===== src/design/afc_pkg.sv =====
// Operation
// Writing one to transfer bit applies staged settings.
// Staged writes change nothing until transfer.
// Transfer bit clears itself after applying.
// Local writes go to every enabled channel.
// Global bit five picks power-down pin action.
// Channel power mode resets to normal operation.
// Clock divide ratio is code plus one.
// Divider phase delays by code input cycles.
// Shuffle bit enables shuffle, resets enabled.
// Test field selects one of eight patterns.
// Selected pattern replaces conversion data on outputs.
// Pseudo-noise generators held reset while bit zero.
// Self-test enable bit starts channel self-test.
// Self-test reset bit zero holds logic reset.
// Offset trim is signed LSB count, resets zero.
// Open bits ignore writes and read zero.
package afc_pkg;

  // ********************************************************************
  // Register map
  // ********************************************************************
  localparam logic [7:0] ADDR_CHAN_INDEX = 8'h05;
  localparam logic [7:0] ADDR_POWER_MODE = 8'h08;
  localparam logic [7:0] ADDR_CLOCK_DIV = 8'h0B;
  localparam logic [7:0] ADDR_SHUFFLE = 8'h0C;
  localparam logic [7:0] ADDR_TEST_PATTERN = 8'h0D;
  localparam logic [7:0] ADDR_SELF_TEST = 8'h0E;
  localparam logic [7:0] ADDR_OFFSET_TRIM = 8'h10;
  localparam logic [7:0] ADDR_APPLY = 8'hFF;

  // Writable bit masks; every bit outside a mask is open.
  localparam logic [7:0] MASK_POWER_MODE = 8'h23;
  localparam logic [7:0] MASK_CLOCK_DIV = 8'h3F;
  localparam logic [7:0] MASK_SHUFFLE = 8'h01;
  localparam logic [7:0] MASK_TEST_PATTERN = 8'h37;
  localparam logic [7:0] MASK_SELF_TEST = 8'h05;
  localparam logic [7:0] MASK_OFFSET_TRIM = 8'hFF;

  // Field positions.
  localparam int PD_PIN_FUNC_BIT = 5;
  localparam int APPLY_BIT = 0;
  localparam int SHUFFLE_BIT = 0;
  localparam int LONG_PN_RUN_BIT = 5;
  localparam int SHORT_PN_RUN_BIT = 4;
  localparam int SELF_TEST_EN_BIT = 0;
  localparam int SELF_TEST_RUN_BIT = 2;

  // Reset values.
  localparam logic [7:0] RST_POWER_MODE = 8'h00;
  localparam logic [7:0] RST_CLOCK_DIV = 8'h00;
  localparam logic [7:0] RST_SHUFFLE = 8'h01;
  localparam logic [7:0] RST_TEST_PATTERN = 8'h00;
  localparam logic [7:0] RST_SELF_TEST = 8'h00;
  localparam logic [7:0] RST_OFFSET_TRIM = 8'h00;

  localparam int NUM_CHAN = 4;

  // Power mode codes of the per-channel field.
  localparam logic [1:0] PWR_NORMAL = 2'h0;
  localparam logic [1:0] PWR_DOWN = 2'h1;

  // ********************************************************************
  // Carriers
  // ********************************************************************
  // Host access to the register file.
  typedef struct packed {
    logic wr;
    logic rd;
    logic [7:0] addr;
    logic [7:0] wdata;
  } afc_req_t;

  // Active settings for one channel.
  typedef struct packed {
    logic [1:0] power_mode;
    logic shuffle_en;
    logic [2:0] test_sel;
    logic long_pn_run;
    logic short_pn_run;
    logic self_test_start;
    logic self_test_run;
    logic signed [7:0] offset_trim;
  } afc_chan_t;

  // Active global settings.
  typedef struct packed {
    logic pd_pin_standby;
    logic [2:0] clk_div_ratio_m1;
    logic [2:0] clk_div_phase;
  } afc_glob_t;

endpackage


===== src/design/afc_regs.sv =====
`timescale 1ns/100ps
module afc_regs
(
  input wire logic clk_sys_i,
  input wire logic rst_n_i,
  input afc_pkg::afc_req_t req_i,
  input wire logic [afc_pkg::NUM_CHAN-1:0] chan_en_i,
  output logic [7:0] rdata_o,
  output afc_pkg::afc_glob_t glob_o,
  output afc_pkg::afc_chan_t [afc_pkg::NUM_CHAN-1:0] chan_o
);
  import afc_pkg::*;

  // ********************************************************************
  // Storage
  // ********************************************************************
  // Staged copies, written by the host; they steer nothing directly.
  logic [7:0] stg_power_glob;
  logic [7:0] stg_clock_div;
  logic [7:0] stg_local [NUM_CHAN][5];
  // Active copies, loaded only by a transfer.
  logic [7:0] act_power_glob;
  logic [7:0] act_clock_div;
  logic [7:0] act_local [NUM_CHAN][5];
  // Transfer bit; set by the host, cleared by the block.
  logic apply_bit;
  logic [7:0] rdata;

  logic [7:0] next_stg_power_glob;
  logic [7:0] next_stg_clock_div;
  logic [7:0] next_stg_local [NUM_CHAN][5];
  logic [7:0] next_act_power_glob;
  logic [7:0] next_act_clock_div;
  logic [7:0] next_act_local [NUM_CHAN][5];
  logic next_apply_bit;
  logic [7:0] next_rdata;

  // Maps a local address to its slot; slot 5 means not local.
  function automatic logic [2:0] local_slot(input logic [7:0] a);
    case (a)
      ADDR_POWER_MODE: local_slot = 3'h0;
      ADDR_SHUFFLE: local_slot = 3'h1;
      ADDR_TEST_PATTERN: local_slot = 3'h2;
      ADDR_SELF_TEST: local_slot = 3'h3;
      ADDR_OFFSET_TRIM: local_slot = 3'h4;
      default: local_slot = 3'h5;
    endcase
  endfunction

  // Writable mask for each local slot.
  function automatic logic [7:0] slot_mask(input logic [2:0] s);
    case (s)
      3'h0: slot_mask = MASK_POWER_MODE & ~(8'h01 << PD_PIN_FUNC_BIT);
      3'h1: slot_mask = MASK_SHUFFLE;
      3'h2: slot_mask = MASK_TEST_PATTERN;
      3'h3: slot_mask = MASK_SELF_TEST;
      3'h4: slot_mask = MASK_OFFSET_TRIM;
      default: slot_mask = 8'h00;
    endcase
  endfunction

  // Reset value for each local slot.
  function automatic logic [7:0] slot_reset(input logic [2:0] s);
    case (s)
      3'h0: slot_reset = RST_POWER_MODE;
      3'h1: slot_reset = RST_SHUFFLE;
      3'h2: slot_reset = RST_TEST_PATTERN;
      3'h3: slot_reset = RST_SELF_TEST;
      3'h4: slot_reset = RST_OFFSET_TRIM;
      default: slot_reset = 8'h00;
    endcase
  endfunction

  // The lowest-numbered enabled channel is read when several channels are selected.
  function automatic int read_chan(input logic [NUM_CHAN-1:0] en);
    read_chan = 0;
    for (int c = NUM_CHAN - 1; c >= 0; c--)
    begin
      if (en[c])
      begin
        read_chan = c;
      end
    end
  endfunction

  // ********************************************************************
  // Next-state logic
  // ********************************************************************
  // Host writes land in the staged set; a transfer copies all at once.
  always_comb
  begin
    logic [2:0] slot;
    int rc;
    slot = local_slot(req_i.addr);
    rc = read_chan(chan_en_i);
    next_stg_power_glob = stg_power_glob;
    next_stg_clock_div = stg_clock_div;
    next_stg_local = stg_local;
    next_act_power_glob = act_power_glob;
    next_act_clock_div = act_clock_div;
    next_act_local = act_local;
    next_rdata = rdata;
    // A set transfer bit is consumed this cycle and clears itself.
    next_apply_bit = 1'b0;
    if (apply_bit)
    begin
      // Everything moves together so no half-updated mix is ever seen.
      next_act_power_glob = stg_power_glob;
      next_act_clock_div = stg_clock_div;
      next_act_local = stg_local;
    end
    if (req_i.wr)
    begin
      if (req_i.addr == ADDR_APPLY)
      begin
        next_apply_bit = req_i.wdata[APPLY_BIT];
      end
      else if (req_i.addr == ADDR_CLOCK_DIV)
      begin
        next_stg_clock_div = req_i.wdata & MASK_CLOCK_DIV;
      end
      if (req_i.addr == ADDR_POWER_MODE)
      begin
        // The pin function bit is global and ignores the channel index.
        next_stg_power_glob = req_i.wdata & (8'h01 << PD_PIN_FUNC_BIT);
      end
      if (slot != 3'h5)
      begin
        for (int c = 0; c < NUM_CHAN; c++)
        begin
          if (chan_en_i[c])
          begin
            next_stg_local[c][slot] = req_i.wdata & slot_mask(slot);
          end
        end
      end
    end
    if (req_i.rd)
    begin
      // Reads return the staged value; open bits are stored as zero.
      if (req_i.addr == ADDR_APPLY)
      begin
        next_rdata = {7'h00, apply_bit};
      end
      else if (req_i.addr == ADDR_CLOCK_DIV)
      begin
        next_rdata = stg_clock_div;
      end
      else if (slot != 3'h5)
      begin
        next_rdata = stg_local[rc][slot];
        if (slot == 3'h0)
        begin
          next_rdata = stg_local[rc][slot] | stg_power_glob;
        end
      end
      else
      begin
        next_rdata = 8'h00;
      end
    end
  end

  // Registers only; synchronous active-low reset.
  always_ff @(posedge clk_sys_i)
  begin
    if (!rst_n_i)
    begin
      stg_power_glob <= RST_POWER_MODE;
      stg_clock_div <= RST_CLOCK_DIV;
      act_power_glob <= RST_POWER_MODE;
      act_clock_div <= RST_CLOCK_DIV;
      apply_bit <= 1'b0;
      rdata <= 8'h00;
      for (int c = 0; c < NUM_CHAN; c++)
      begin
        for (int s = 0; s < 5; s++)
        begin
          stg_local[c][s] <= slot_reset(3'(s));
          act_local[c][s] <= slot_reset(3'(s));
        end
      end
    end
    else
    begin
      stg_power_glob <= next_stg_power_glob;
      stg_clock_div <= next_stg_clock_div;
      stg_local <= next_stg_local;
      act_power_glob <= next_act_power_glob;
      act_clock_div <= next_act_clock_div;
      act_local <= next_act_local;
      apply_bit <= next_apply_bit;
      rdata <= next_rdata;
    end
  end

  // ********************************************************************
  // Decoded active settings
  // ********************************************************************
  // Only the active copies reach the converter, which keeps staged writes inert.
  always_comb
  begin
    glob_o.pd_pin_standby = act_power_glob[PD_PIN_FUNC_BIT];
    glob_o.clk_div_ratio_m1 = act_clock_div[2:0];
    glob_o.clk_div_phase = act_clock_div[5:3];
    for (int c = 0; c < NUM_CHAN; c++)
    begin
      chan_o[c].power_mode = act_local[c][0][1:0];
      chan_o[c].shuffle_en = act_local[c][1][SHUFFLE_BIT];
      chan_o[c].test_sel = act_local[c][2][2:0];
      chan_o[c].long_pn_run = act_local[c][2][LONG_PN_RUN_BIT];
      chan_o[c].short_pn_run = act_local[c][2][SHORT_PN_RUN_BIT];
      chan_o[c].self_test_start = act_local[c][3][SELF_TEST_EN_BIT];
      chan_o[c].self_test_run = act_local[c][3][SELF_TEST_RUN_BIT];
      chan_o[c].offset_trim = act_local[c][4];
    end
  end

  // Read data leaves straight from its flip-flop, so it holds until the next read.
  // The host may therefore sample it late without a strobe of its own.
  assign rdata_o = rdata;

endmodule


===== config.mk =====
export PLATFORM = sky130hd
export DESIGN_NAME = afc_regs
export DESIGN_NICKNAME = d
export VERILOG_FILES = /design/src/design/afc_pkg.sv /design/src/design/afc_regs.sv
export SDC_FILE = /design/constraint.sdc
export NUM_CORES = 1
export LEC_CHECK = 0
export ABC_AREA = 1
export BUFFER_PORTS_ARGS = -buffer_cell sky130_fd_sc_hd__buf_2
export CAP_MARGIN = 10
export CORE_AREA = 2 2 185 133
export DETAILED_ROUTE_END_ITERATION = 10
export DIE_AREA = 0 0 187 135
export SLEW_MARGIN = 20
export SYNTH_ARGS = -nofsm -noshare
export SYNTH_HDL_FRONTEND = slang
export SYNTH_SLANG_ARGS = --single-unit

===== constraint.sdc =====
create_clock -name clk_sys_i -period 2.4 [get_ports clk_sys_i]
set_input_delay 0.24 -clock clk_sys_i [delete_from_list [all_inputs] [get_ports clk_sys_i]]
set_output_delay 0.24 -clock clk_sys_i [all_outputs]
set_load 0.03 [all_outputs]

==> flow_metrics.py <==
metrics = {
    "status": {
        "status": "finished clean",
    },
    "yosys": {
        "synth_fp_nets": 1423,
        "synth-seq-cells": 255,
        "ys_warn_count": 0,
        "synthFlopType": "dfxtp_1",
        "postSynth.asyncResetShare": 0,
        "avgSynthCellArea_sq_um": 7.42,
        "synth_edf_count": 0,
        "postSynthCellCount": 1399,
        "synth_area_sq_um": 10400,
        "ys_seq_area_frac": 0.492,
        "ys_types": 34,
    },
    "die": {
        "start_util": 0.445,
        "dieArea_sq_um": 25200,
        "io_pins": 111,
        "num_rows": 47,
        "coreArea_sq_um": 23300,
        "die_height_um": 135,
        "die_x_um": 187,
    },
    "timing": {
        "final_hold_viol_count": 0,
        "fmax_mhz": 507,
        "finalSetupViolations": 0,
        "slew_headroom": 0.628,
        "rsz0062_at_grt": "no",
        "period_needed_ps": 1970,
        "worstMarginPinSlew_ps": 559,
        "drv_slew": 0,
        "post-route-period-util": 0.823,
        "final.setup_skew_ps": 15.0,
    },
    "final_layout": {
        "insertedDiodeCount": 0,
        "syn_to_final_growth_pct": 15.9,
        "postLayoutCellArea_sq_um": 12000,
        "multiInputGateArea_sq_um": 4520,
        "nNetsFinal": 1501,
        "layoutNonFillerInstCount": 1809,
        "area.sequential_sq_um": 5110,
        "drive_gt1_frac": 0.149,
        "fillers": 2341,
    },
    "run": {
        "drv_cap": 0,
    },
    "worst_setup_path": {
        "crit_chain": "buf_2 > inv_1 > nand2_1 > nor2_4 > nand2_2 > nand3_2 > inv_2 > nand3_1 > nand3_1 > nand3_1 > nand2_1 > nand2_1 > a21oi_1",
        "slowest_stage": "nand3_2",
        "setup.worst_path.end": "rdata_o[1]",
        "r2r_cells": 4,
        "critPathLaunchType": "input pin",
        "r2r-end": "chan_o[17]",
        "r2r-start": "apply_bit",
        "crit_type": "in2reg",
        "critPathMaxStageDelay_ps": 450,
        "cp.required_ps": 2850,
        "critPathArrivalTime_ps": 2420,
        "endpoint_kind": "flip-flop",
        "path_max_fanout": 17,
        "reg2reg_slack_ps": 800,
        "setup.worst_path.start": "req_i[12]",
    },
    "global_routing": {
        "grt_max_degree": 115,
        "grt_overflow_total": 0,
        "grt.total_usage": 0.252,
        "first_global_vias": 8475,
        "grt_pass1_wl_um": 50200,
        "grt_antenna_before_repair": 0,
    },
    "clocking": {
        "clkSinkCount": 255,
        "clock_path_buffers": 3,
        "root_buffer": "clkbuf_16",
        "cts_max_level": 1,
        "cts-buffers-inserted": 25,
        "clk_latency_ps": 520,
        "cts_tree": "built",
        "path_clk_slew_ps": 60,
    },
    "placement": {
        "globalplace.congestion": 0.887,
        "place.detailed.hpwl_um": 21700,
        "dpl-instance-area_sq_um": 11200,
        "dpl.cell_count": 1767,
        "port_buffers": 110,
    },
    "pwr": {
        "ir_drop_mv": 0.452,
        "power_density_nw_per_um2": 713,
        "cellLeakagePower_uw": 0.00522,
        "power_uw": 8580,
    },
    "detailed_routing": {
        "num_vias": 9551,
        "wirelength_um": 32000,
        "via_per_inst": 5.28,
        "wl_per_cell_um": 17.7,
        "dr.pass1.iters": 7,
        "detail-route-antenna-nets": 0,
        "drc": 0,
        "drt_iter0_markers": 995,
    },
    "hold_path": {
        "hp-class": "in2reg",
    },
}
==> power breakdown <==
group / total, uW / switching [uW] / internal, uW
Combinational: 406 / 305 / 101
Clock: 3940 / 1610 / 2330
Sequential: 4230 / 1.35 / 4230
==> metal layers <==
| layer | part of all wire | global-route usage | wire length, um |
|---|---|---|---|
| met2 | 0.38 | 0.334 | 12200 |
| met1 | 0.52 | 0.409 | 16600 |
| met3 | 0.081 | 0.0452 | 2600 |
| met4 | 0.019 | 0.0560 | 611 |
| met5 | 0 | 0 | 0 |
==> cell usage after synthesis, types with 2 or more instances <==
library cell / instances / area (sq um)
nand2_1: 282 / 1060
dfxtp_1: 255 / 5100
nor2_1: 191 / 717
nand3_1: 153 / 766
o21ai_0: 131 / 656
a21oi_1: 108 / 541
inv_1: 87 / 327
clkbuf_1: 49 / 184
buf_2: 19 / 95.1
o21ai_1: 18 / 90.1
inv_2: 13 / 48.8
nor2_4: 13 / 146
nor3b_1: 12 / 90.1
o211ai_1: 12 / 90.1
nor3_1: 10 / 50.1
nand2_4: 7 / 78.8
buf_6: 6 / 67.6
nand2_2: 6 / 37.5
buf_1: 3 / 11.3
nor2_2: 3 / 18.8
nor3_4: 3 / 48.8
buf_4: 2 / 15.0
clkinv_1: 2 / 7.51
inv_4: 2 / 12.5
nand3b_1: 2 / 15.0
nand4_1: 2 / 12.5
==> state kept, by name (all words and copies together), names as in the netlist <==
name / cells
act_power_glob: 1
rdata_o: 8
stg_local: 160
stg_clock_div: 6
stg_power_glob: 1
act_clock_div: 6
chan_o: 72
apply_bit: 1
==> cell type report <==
cell class / count / share of cell area
clock buffers: 38 / 0.0619
clock inverters: 3 / 0.00541
inverters: 105 / 0.0337
multi-input cells: 960 / 0.375
flip-flops and latches: 255 / 0.425
well taps: 318 / 0.0331
repair buffers: 130 / 0.0659
==> kinds of logic after synthesis <==
| kind of cell | share of synthesized area |
|---|---|
| simple gates | 0.298 |
| buf+inv | 0.0748 |
| compound gates | 0.135 |
| flops | 0.492 |
==> how the worst min path moves through the flow <==
stage	startpoint	end	slack, ps	depth (start not counted)
floorplan	req_i[0]	apply_bit	370	2
global placement	stg_local[59]	stg_local[59]	430	2
detailed placement	stg_local[151]	stg_local[151]	430	2
CTS	req_i[3]	stg_clock_div[3]	40	3
global route	req_i[16]	rdata_o[6]	60	3
finish	req_i[3]	stg_clock_div[3]	60	3
==> critical path, delay by kind of cell <==
| kind | cells | cell delay [ps] |
|---|---|---|
| buffers and inverters | 3 | 590 |
| AO/OA/AOI/OAI | 1 | 130 |
| AND/OR/NAND/NOR | 9 | 1450 |
==> timing repair <==
action / 4_1_cts / 5_1_grt
endpoints found under the hold margin: 1 / 0
resized for setup: 0 / 0
setup buffers: 0 / 0
endpoints found under the setup margin: 0 / 0
hold buffers: 1 / 0
==> cells in the final DEF (no fill, tap or decap), types with 3 or more instances in the layout <==
cell type  instances
nor2_1           191
a21oi_1          108
inv_1             87
clkbuf_8           7
o21ai_1           18
o211ai_1          12
nor3_1             9
nor3b_1           12
dfxtp_1          254
inv_2             13
nand3_1          153
nor2_4            13
buf_2            109
nor3_4             3
o21ai_0          131
buf_4             13
nand2_1          281
clkbuf_1           6
buf_12             7
clkbuf_16         25
nor2_2             3
nand2_2            7
nand2_4            7
==> stage by stage <==
step            util  setup TNS (ps)  setup WS (ps)  hold WS [ps]
5_1_grt        0.515               0            313          57.0
4_1_cts        0.515               0            511          36.1
3_5_place_dp   0.480           -73.2          -40.0           428
3_3_place_gp   0.480           -53.1          -27.7           425
2_1_floorplan      -               0            807           372
6_report       0.515               0            426          55.4
(Power assumes the default switching activity.)
